--- src/hdl/burst_ramp_pkg.sv ---
package burst_ramp_pkg;

  // ==========================================================================
  // Timing of the internal cycle
  // ==========================================================================
  localparam int MCLK_PER_CYCLE = 6;
  localparam int CORE_PERIOD_PS = 8000;

  // Trigger-to-point delays are thirteen sixths of an internal cycle.
  localparam int BURST_TRIGGER_PT_SIXTHS = 13;
  localparam logic [5:0] BURST_TRIGGER_PT_CYC = 6'(BURST_TRIGGER_PT_SIXTHS / MCLK_PER_CYCLE);
  localparam logic [2:0] BURST_TRIGGER_PT_SUB = 3'(BURST_TRIGGER_PT_SIXTHS % MCLK_PER_CYCLE);
  localparam logic [5:0] B_TO_C_CYC = 6'h12;
  localparam logic [5:0] E_TO_G_CYC = 6'h26;
  localparam logic [2:0] SUB_LAST = 3'(MCLK_PER_CYCLE - 1);
  localparam logic [2:0] SUB_ZERO = 3'h0;

  // ==========================================================================
  // Quick-restart pulse widths
  // ==========================================================================
  localparam int QRS_MIN_PS = 77000;
  localparam int QRS_MAX_PS = 769000;
  localparam int NOQRS_MIN_PS = 1000000;
  localparam int QRS_MIN_CYC = (QRS_MIN_PS + CORE_PERIOD_PS - 1) / CORE_PERIOD_PS;
  localparam int QRS_MAX_CYC = QRS_MAX_PS / CORE_PERIOD_PS;
  localparam int NOQRS_MIN_CYC = (NOQRS_MIN_PS + CORE_PERIOD_PS - 1) / CORE_PERIOD_PS;
  localparam int LOW_CNT_W = 8;
  localparam logic [LOW_CNT_W-1:0] LOW_CNT_MAX = 8'hff;
  localparam logic [LOW_CNT_W-1:0] LOW_QRS_MIN = LOW_CNT_W'(QRS_MIN_CYC);
  localparam logic [LOW_CNT_W-1:0] LOW_QRS_MAX = LOW_CNT_W'(QRS_MAX_CYC);
  localparam logic [LOW_CNT_W-1:0] LOW_NOQRS = LOW_CNT_W'(NOQRS_MIN_CYC);

  // ==========================================================================
  // Sequencer states
  // ==========================================================================
  typedef enum logic [2:0] {
    ST_IDLE,
    ST_UP_B,
    ST_UP_C,
    ST_HIGH,
    ST_DN_E,
    ST_DN_G
  } ramp_state_t;

endpackage

--- src/hdl/pin_sync.sv ---
`timescale 1ns/100ps
module pin_sync #(
  parameter int WIDTH = 1
) (
  input wire logic core_clk_in,
  input wire logic reset_n_in,
  input wire logic [WIDTH-1:0] async_in,
  output logic [WIDTH-1:0] sync_out
);

  logic [WIDTH-1:0] meta_r;

  if (WIDTH < 1) begin : gen_bad_width
    $error("pin_sync: WIDTH must be at least 1");
  end

  // The first stage feeds only the second one.
  always_ff @(posedge core_clk_in or negedge reset_n_in) begin
    if (!reset_n_in) begin
      meta_r <= '0;
      sync_out <= '0;
    end else begin
      meta_r <= async_in;
      sync_out <= meta_r;
    end
  end

endmodule // pin_sync

--- src/hdl/burst_ramp_trigger_sequencer.sv ---
// Behaviour
// - Ramp timing counts in an internal cycle of six master clock periods.
// - A trigger low pulse of 0.077 to 0.769 us is taken as a quick-restart request.
// - A trigger low pulse of 1.0 us or more is no quick restart and gives a normal ramp-down.
// - Point B follows a rising trigger edge after thirteen sixths of an internal cycle.
// - Point C follows point B after exactly 18 internal cycles.
// - Point E follows a falling trigger edge after thirteen sixths of an internal cycle.
// - Point G follows point E after exactly 38 internal cycles, and only then may a ramp-up resume.
// - A serial transfer completes on one more rising serial clock edge after the strobe goes high.
// - A rising trigger edge starts the up-ramp and a falling one starts the down-ramp.
// - After a quick-restart request the regulator is kept partially active.
// - A power level loaded between E and G is applied to the next burst.
`timescale 1ns/100ps
module burst_ramp_trigger_sequencer
  import burst_ramp_pkg::*;
#(
  parameter int LEVEL_W = 8
) (
  input wire logic core_clk_in,
  input wire logic reset_n_in,
  input wire logic master_clock_input_in,
  input wire logic burst_trigger_in,
  input wire logic power_down_input_in,
  input wire logic serial_clk_in,
  input wire logic serial_strobe_in,
  input wire logic serial_data_in,
  output logic ramp_up_out,
  output logic ramp_down_out,
  output logic point_b_out,
  output logic point_c_out,
  output logic point_e_out,
  output logic point_g_out,
  output logic regulator_partial_out,
  output logic [LEVEL_W-1:0] power_level_out
);

  // The shift register keeps its lower bits on each shift, so it needs two bits at least.
  if (LEVEL_W < 2 || LEVEL_W > 16) begin : gen_bad_level_w
    $error("LEVEL_W must be 2 to 16");
  end

  // ==========================================================================
  // Pin synchronisation and edge detection
  // ==========================================================================
  logic [5:0] pins_s;
  logic mclk_s, burst_trigger_s, pd_s, sclk_s, strobe_s, sdata_s;
  logic mclk_d_r, burst_trigger_d_r, sclk_d_r;

  pin_sync #(.WIDTH(6)) u_sync (
    .core_clk_in(core_clk_in),
    .reset_n_in(reset_n_in),
    .async_in({master_clock_input_in, burst_trigger_in, power_down_input_in,
               serial_clk_in, serial_strobe_in, serial_data_in}),
    .sync_out(pins_s)
  );

  assign {mclk_s, burst_trigger_s, pd_s, sclk_s, strobe_s, sdata_s} = pins_s;

  always_ff @(posedge core_clk_in or negedge reset_n_in) begin
    if (!reset_n_in) begin
      mclk_d_r <= 1'b0;
      burst_trigger_d_r <= 1'b0;
      sclk_d_r <= 1'b0;
    end else begin
      mclk_d_r <= mclk_s;
      burst_trigger_d_r <= burst_trigger_s;
      sclk_d_r <= sclk_s;
    end
  end

  wire mclk_rise = mclk_s & ~mclk_d_r;
  wire burst_trigger_rise = burst_trigger_s & ~burst_trigger_d_r;
  wire burst_trigger_fall = ~burst_trigger_s & burst_trigger_d_r;
  wire sclk_rise = sclk_s & ~sclk_d_r;

  // ==========================================================================
  // Serial power level load
  // ==========================================================================
  logic [LEVEL_W-1:0] shift_r, shadow_r;
  logic armed_r;
  wire shift_en = sclk_rise & ~strobe_s;
  wire load_done = sclk_rise & strobe_s & armed_r;

  always_ff @(posedge core_clk_in or negedge reset_n_in) begin
    if (!reset_n_in) begin
      shift_r <= '0;
      shadow_r <= '0;
      armed_r <= 1'b0;
    end else begin
      if (shift_en) shift_r <= {shift_r[LEVEL_W-2:0], sdata_s};
      if (load_done) shadow_r <= shift_r;
      armed_r <= shift_en | (armed_r & ~load_done);
    end
  end

  // ==========================================================================
  // Trigger low-pulse measurement
  // ==========================================================================
  logic [LOW_CNT_W-1:0] low_cnt_r;
  logic qrs_r;
  wire low_in_qrs = (low_cnt_r >= LOW_QRS_MIN) && (low_cnt_r <= LOW_QRS_MAX);
  wire qrs_seen = burst_trigger_rise & low_in_qrs & ~pd_s;

  always_ff @(posedge core_clk_in or negedge reset_n_in) begin
    if (!reset_n_in) begin
      low_cnt_r <= '0;
    end else if (burst_trigger_fall) begin
      low_cnt_r <= 8'h01;
    end else if (!burst_trigger_s && low_cnt_r != LOW_CNT_MAX) begin
      low_cnt_r <= low_cnt_r + 8'h01;
    end
  end

  // ==========================================================================
  // Internal cycle counter
  // ==========================================================================
  ramp_state_t st_r, st_nxt;
  logic [5:0] cyc_r, cyc_nxt;
  logic [2:0] sub_r, sub_nxt;
  logic pending_r;

  wire sub_wrap = (sub_r == SUB_LAST);
  assign sub_nxt = !mclk_rise ? sub_r : (sub_wrap ? SUB_ZERO : sub_r + 3'h1);
  assign cyc_nxt = (mclk_rise && sub_wrap) ? cyc_r + 6'h01 : cyc_r;

  wire hit_burst_trigger_pt = mclk_rise && cyc_nxt == BURST_TRIGGER_PT_CYC && sub_nxt == BURST_TRIGGER_PT_SUB;
  wire hit_c = mclk_rise && cyc_nxt == B_TO_C_CYC && sub_nxt == SUB_ZERO;
  wire hit_g = mclk_rise && cyc_nxt == E_TO_G_CYC && sub_nxt == SUB_ZERO;

  // ==========================================================================
  // Ramp sequencer
  // ==========================================================================
  wire up_state = (st_r == ST_UP_B) || (st_r == ST_UP_C) || (st_r == ST_HIGH);
  wire dn_state = (st_r == ST_DN_E) || (st_r == ST_DN_G);
  // A rise seen in the very cycle of point G must not be lost between DN_G and IDLE.
  wire start_up = (st_r == ST_IDLE && burst_trigger_rise) ||
                  (st_r == ST_DN_G && hit_g && (pending_r || burst_trigger_rise));

  always_comb begin
    st_nxt = st_r;
    case (st_r)
      ST_IDLE: if (burst_trigger_rise) st_nxt = ST_UP_B;
      ST_UP_B: if (burst_trigger_fall) st_nxt = ST_DN_E;
        else if (hit_burst_trigger_pt) st_nxt = ST_UP_C;
      ST_UP_C: if (burst_trigger_fall) st_nxt = ST_DN_E;
        else if (hit_c) st_nxt = ST_HIGH;
      ST_HIGH: if (burst_trigger_fall) st_nxt = ST_DN_E;
      ST_DN_E: if (hit_burst_trigger_pt) st_nxt = ST_DN_G;
      ST_DN_G: if (hit_g) st_nxt = (pending_r || burst_trigger_rise) ? ST_UP_B : ST_IDLE;
      default: st_nxt = ST_IDLE;
    endcase
    if (pd_s) st_nxt = ST_IDLE;
  end

  // Phases restart the count so each point is timed from its own start.
  wire restart_cnt = (st_nxt != st_r);

  always_ff @(posedge core_clk_in or negedge reset_n_in) begin
    if (!reset_n_in) begin
      st_r <= ST_IDLE;
      cyc_r <= '0;
      sub_r <= '0;
    end else begin
      st_r <= st_nxt;
      cyc_r <= restart_cnt ? 6'h00 : cyc_nxt;
      sub_r <= restart_cnt ? SUB_ZERO : sub_nxt;
    end
  end

  // A rising edge during the down-ramp waits for G; a later fall cancels it.
  wire pend_set = dn_state & burst_trigger_rise & ~pd_s;
  wire pend_clr = pd_s | burst_trigger_fall | (st_r == ST_DN_G && hit_g);

  always_ff @(posedge core_clk_in or negedge reset_n_in) begin
    if (!reset_n_in) begin
      pending_r <= 1'b0;
    end else begin
      pending_r <= pend_set | (pending_r & ~pend_clr);
    end
  end

  // The partial hold lasts until the next up-ramp reaches point B.
  wire qrs_clr = pd_s | (st_r == ST_UP_B && st_nxt == ST_UP_C);
  wire qrs_nxt = qrs_seen | (qrs_r & ~qrs_clr);

  always_ff @(posedge core_clk_in or negedge reset_n_in) begin
    if (!reset_n_in) begin
      qrs_r <= 1'b0;
    end else begin
      qrs_r <= qrs_nxt;
    end
  end

  // ==========================================================================
  // Registered outputs
  // ==========================================================================
  wire up_nxt = (st_nxt == ST_UP_B) || (st_nxt == ST_UP_C) || (st_nxt == ST_HIGH);
  wire dn_nxt = (st_nxt == ST_DN_E) || (st_nxt == ST_DN_G);

  always_ff @(posedge core_clk_in or negedge reset_n_in) begin
    if (!reset_n_in) begin
      ramp_up_out <= 1'b0;
      ramp_down_out <= 1'b0;
      point_b_out <= 1'b0;
      point_c_out <= 1'b0;
      point_e_out <= 1'b0;
      point_g_out <= 1'b0;
      regulator_partial_out <= 1'b0;
      power_level_out <= '0;
    end else begin
      ramp_up_out <= up_nxt;
      ramp_down_out <= dn_nxt;
      point_b_out <= (st_r == ST_UP_B) && (st_nxt == ST_UP_C);
      point_c_out <= (st_r == ST_UP_C) && (st_nxt == ST_HIGH);
      point_e_out <= (st_r == ST_DN_E) && (st_nxt == ST_DN_G);
      point_g_out <= (st_r == ST_DN_G) && hit_g && !pd_s;
      regulator_partial_out <= qrs_nxt;
      if (start_up && !pd_s) power_level_out <= shadow_r;
    end
  end
endmodule // burst_ramp_trigger_sequencer

--- config.mk ---
export PLATFORM = sky130hd
export DESIGN_NAME = burst_ramp_trigger_sequencer
export DESIGN_NICKNAME = d
export VERILOG_FILES = /design/src/hdl/burst_ramp_pkg.sv /design/src/hdl/pin_sync.sv /design/src/hdl/burst_ramp_trigger_sequencer.sv
export SDC_FILE = /design/constraint.sdc
export NUM_CORES = 1
export LEC_CHECK = 0
export ABC_AREA = 1
export BUFFER_PORTS_ARGS = -buffer_cell sky130_fd_sc_hd__buf_2
export CAP_MARGIN = 20
export CORE_ASPECT_RATIO = 1.4
export CORE_UTILIZATION = 50
export CTS_BUF_LIST = sky130_fd_sc_hd__clkbuf_4
export CTS_CLUSTER_DIAMETER = 150
export DETAILED_ROUTE_END_ITERATION = 16
export HOLD_SLACK_MARGIN = 0.15
export PLACE_DENSITY_LB_ADDON = 0.08
export SYNTH_ARGS = -nofsm -noshare
export SYNTH_HDL_FRONTEND = slang
export SYNTH_SLANG_ARGS = --single-unit
--- constraint.sdc ---
create_clock -name core_clk_in -period 3.37 [get_ports core_clk_in]
set_input_delay 0.5055 -clock core_clk_in [delete_from_list [all_inputs] [get_ports core_clk_in]]
set_output_delay 0.5055 -clock core_clk_in [all_outputs]
set_load 0.01 [all_outputs]
==> metrics.yaml <==
clock.fmax_mhz: 440.2
nNetsFinal: 392
cts_tree: "built"
synth_edf_count: 0
synth.most_common_cell: "nand2_1"
max_cap_violations: 0
route.vias.total: 2315
yosysWarningCount: 0
fp.dieH_um: 95.38
final_cell_area_mm2: 0.003468
powerDensity_mw_per_mm2: 528.1
period_needed_ps: 2272
path_max_fanout: 9
dpl.hpwl_um: 4327
cp_common_cell: "nand2_1"
synth_top_area_share_pct: 54.64
io_pins: 23
grt_max_degree: 39
fin_ws_ps: 1098
antennaDiodeCount: 0
fin_tns_setup_ps: 0
p_total_mw: 1.832
coreArea_mm2: 0.005946
path_delay_family: "simple AND/OR/NAND/NOR gates"
drive_above_1_share_pct: 20.98
synth_area_leaders: "dfrtp_1, nand2_1, inv_1"
cts_buffers: 9
postCtsSetupBuffers: 0
cts_hold_buf: 0
path_clk_slew_ps: 120
slowest_stage: "dfrtp_1"
die_x_um: 68.70
vias_per_cell: 5.077
drtIter0Drc: 73
hold_viol: 0
path_buf_inv: 0
ys_seq_elements: 68
run_status: "complete, no violations"
fin_crit_sh_pct: 67.41
grt-ovfl-total: 0
first_global_vias: 2324
setup_viol: 0
start_util_pct: 52.38
gp_congestion: 0.8840
grt_pass1_wl_um: 9811
fin_util_pct: 58.33
slowest_delay_ps: 450
clkLatencyLatePin_ps: 420
wl_per_cell_um: 12.58
grt.total_usage_pct: 20.74
die_area_mm2: 0.006553
worstPathCellList: "ha_1 > nand3_1 > nand2_1 > nand2_1 > nand2_1 > nand2_1 > nand2_1 > nor2_1 > nand3_2 > nand2_2 > nand2_4 > nand2_2 > nand3_2 > nor2_4 > nand3_4 > nor2_2"
area_growth_pct: 11.37
syn_inst: 350
rr_worst_depth: 16
p_leak_nw: 1.762
clkSinkCount: 68
slew_headroom_pct: 45.06
min_path_type: "primary input to asynchronous set/reset pin"
antenna_left: 0
worst_slew_pin_slew_ps: 824.2
root_buffer: "clkbuf_4"
postPlaceCellArea_mm2: 0.003302
start_kind: "register"
wl_um: 5735
cp-end-kind: "register"
yosysSeqAreaShare_pct: 54.64
htreeDepth: 3
cp_num_cells: 16
crit_arrival_ps: 2630
slew_viol_final: 0
cp.required_ps: 3730
cts_buffer_depth: 2
ys.flop_type: "dfrtp_1"
drc: 0
synth.top_cells.by_count: "nand2_1, dfrtp_1, inv_1, o21ai_0, nand3_1"
vdd_drop_max_mv: 0.4227
synthesis.nets: 361
port_buffers: 22
ys_types: 29
synth.avg_cell_area_um2: 8.898
critPathKind: "register to register"
row_count: 33
finalClockSkew_ps: 13.20
ctsResizeCount: 0
yosys.area.top_type: "dfrtp_1"
synth_area_mm2: 0.003114
antenna_found_initial: 0
async_reset_ff_share_pct: 100.0
grt_setup_unrepaired: "false"
first_pass_iters: 5
dpl_worst_slack_ps: 1119
-- worst register-to-register path, cell delays in order (launching register included) --
cell and delay, ps:
dfrtp_1 450, ha_1 270, nand3_1 80, nand2_1 50, nand2_1 50, nand2_1 40
nand2_1 130, nand2_1 70, nor2_1 240, nand3_2 100, nand2_2 90, nand2_4 80
nand2_2 90, nand3_2 90, nor2_4 100, nand3_4 170, nor2_2 120
-- power breakdown --
group / total, mW / switching, mW / leakage (nW) / internal, mW
Sequential: 0.977 / 0.0635 / 0.886 / 0.913
Clock: 0.615 / 0.309 / 0.0869 / 0.305
Combinational: 0.240 / 0.153 / 0.789 / 0.0872
-- layout make-up --
cell class	count	area, um^2
fill	526	2477
clock buffer	9	67.56
timing repair buffer	24	125.1
sequential	68	1702
multi-input combinational	231	1210
clock inverter	7	98.84
tap	70	87.58
inverter	47	177.7
-- cell usage in the layout, fill, tap and decap left out --
master / Yosys / final
buf_2: 0 / 22
nor4_1: 2 / 2
clkbuf_4: 0 / 9
nor2_1: 22 / 22
inv_1: 45 / 45
inv_6: 0 / 2
nand3_1: 24 / 24
nor2_4: 5 / 5
nor2_2: 10 / 10
nand2_1: 80 / 80
a211oi_1: 2 / 2
clkinv_2: 1 / 2
nand3_4: 1 / 1
a21oi_1: 8 / 8
a31oi_1: 1 / 1
clkinvlp_4: 0 / 1
bufinv_16: 0 / 2
ha_1: 3 / 3
nand2_4: 4 / 4
nor3b_1: 2 / 2
o31ai_1: 2 / 2
o22ai_1: 1 / 1
clkinv_4: 0 / 1
nand2_2: 14 / 14
buf_4: 0 / 2
o21ai_0: 28 / 28
nand3b_1: 1 / 1
nand3_2: 5 / 5
nand4_1: 6 / 6
dfrtp_1: 68 / 68
nor3_1: 8 / 8
o32ai_1: 1 / 1
clkinv_1: 1 / 1
or2_2: 1 / 1
-- per-layer routing --
layer / up-vias / GRT usage [%] / part of all wire, %
met3: 13 / 4.067 / 2.7
li1: 1189 / - / -
met5: - / 0 / 0
met4: 0 / 10.71 / 2.4
met1: 1073 / 22.03 / 42
met2: 40 / 37.50 / 52
-- flip-flops by register name, summed over array words and instances, names as in the netlist, named ones only --
register               cells
st_r                       3
burst_trigger_d_r          1
power_level_out            8
ramp_down_out              1
u_sync.sync_out            6
low_cnt_r                  8
shadow_r                   8
point_g_out                1
u_sync.meta_r              6
point_e_out                1
point_c_out                1
ramp_up_out                1
sclk_d_r                   1
shift_r                    8
cyc_r                      6
mclk_d_r                   1
sub_r                      3
point_b_out                1
pending_r                  1
regulator_partial_out      1
-- cell families after synthesis --
group	Yosys count	share of synthesized area [%]
adders and majority gates	3	1.205
buffers and inverters	51	6.508
AOI/OAI and AO/OA	43	7.433
DFF	68	54.64
and+or+nand+nor	185	30.21
-- through the flow --
step	std cells	hold WS, ps
finish	456	164.1
global route	456	161.7
CTS	456	161.8
detailed placement	440	338.9
global placement	440	332.7
floorplan	350	209.9
-- worst paths after layout --
kind / startpoint / end / slack, ps
worst max-delay path: cyc_r[0]$_DFF_PN0_ / sub_r[2]$_DFF_PN0_ / 1100
worst min-delay path: reset_n_in / u_sync.meta_r[2]$_DFF_PN0_ / 160
worst max register to register: cyc_r[0]$_DFF_PN0_ / sub_r[2]$_DFF_PN0_ / 1100
worst min register to register: u_sync.meta_r[3]$_DFF_PN0_ / u_sync.sync_out[3]$_DFF_PN0_ / 360
max in group asynchronous: reset_n_in / sub_r[1]$_DFF_PN0_ / 2430
min in group core_clk_in: serial_data_in / u_sync.meta_r[0]$_DFF_PN0_ / 180
(Power assumes the default switching activity.)
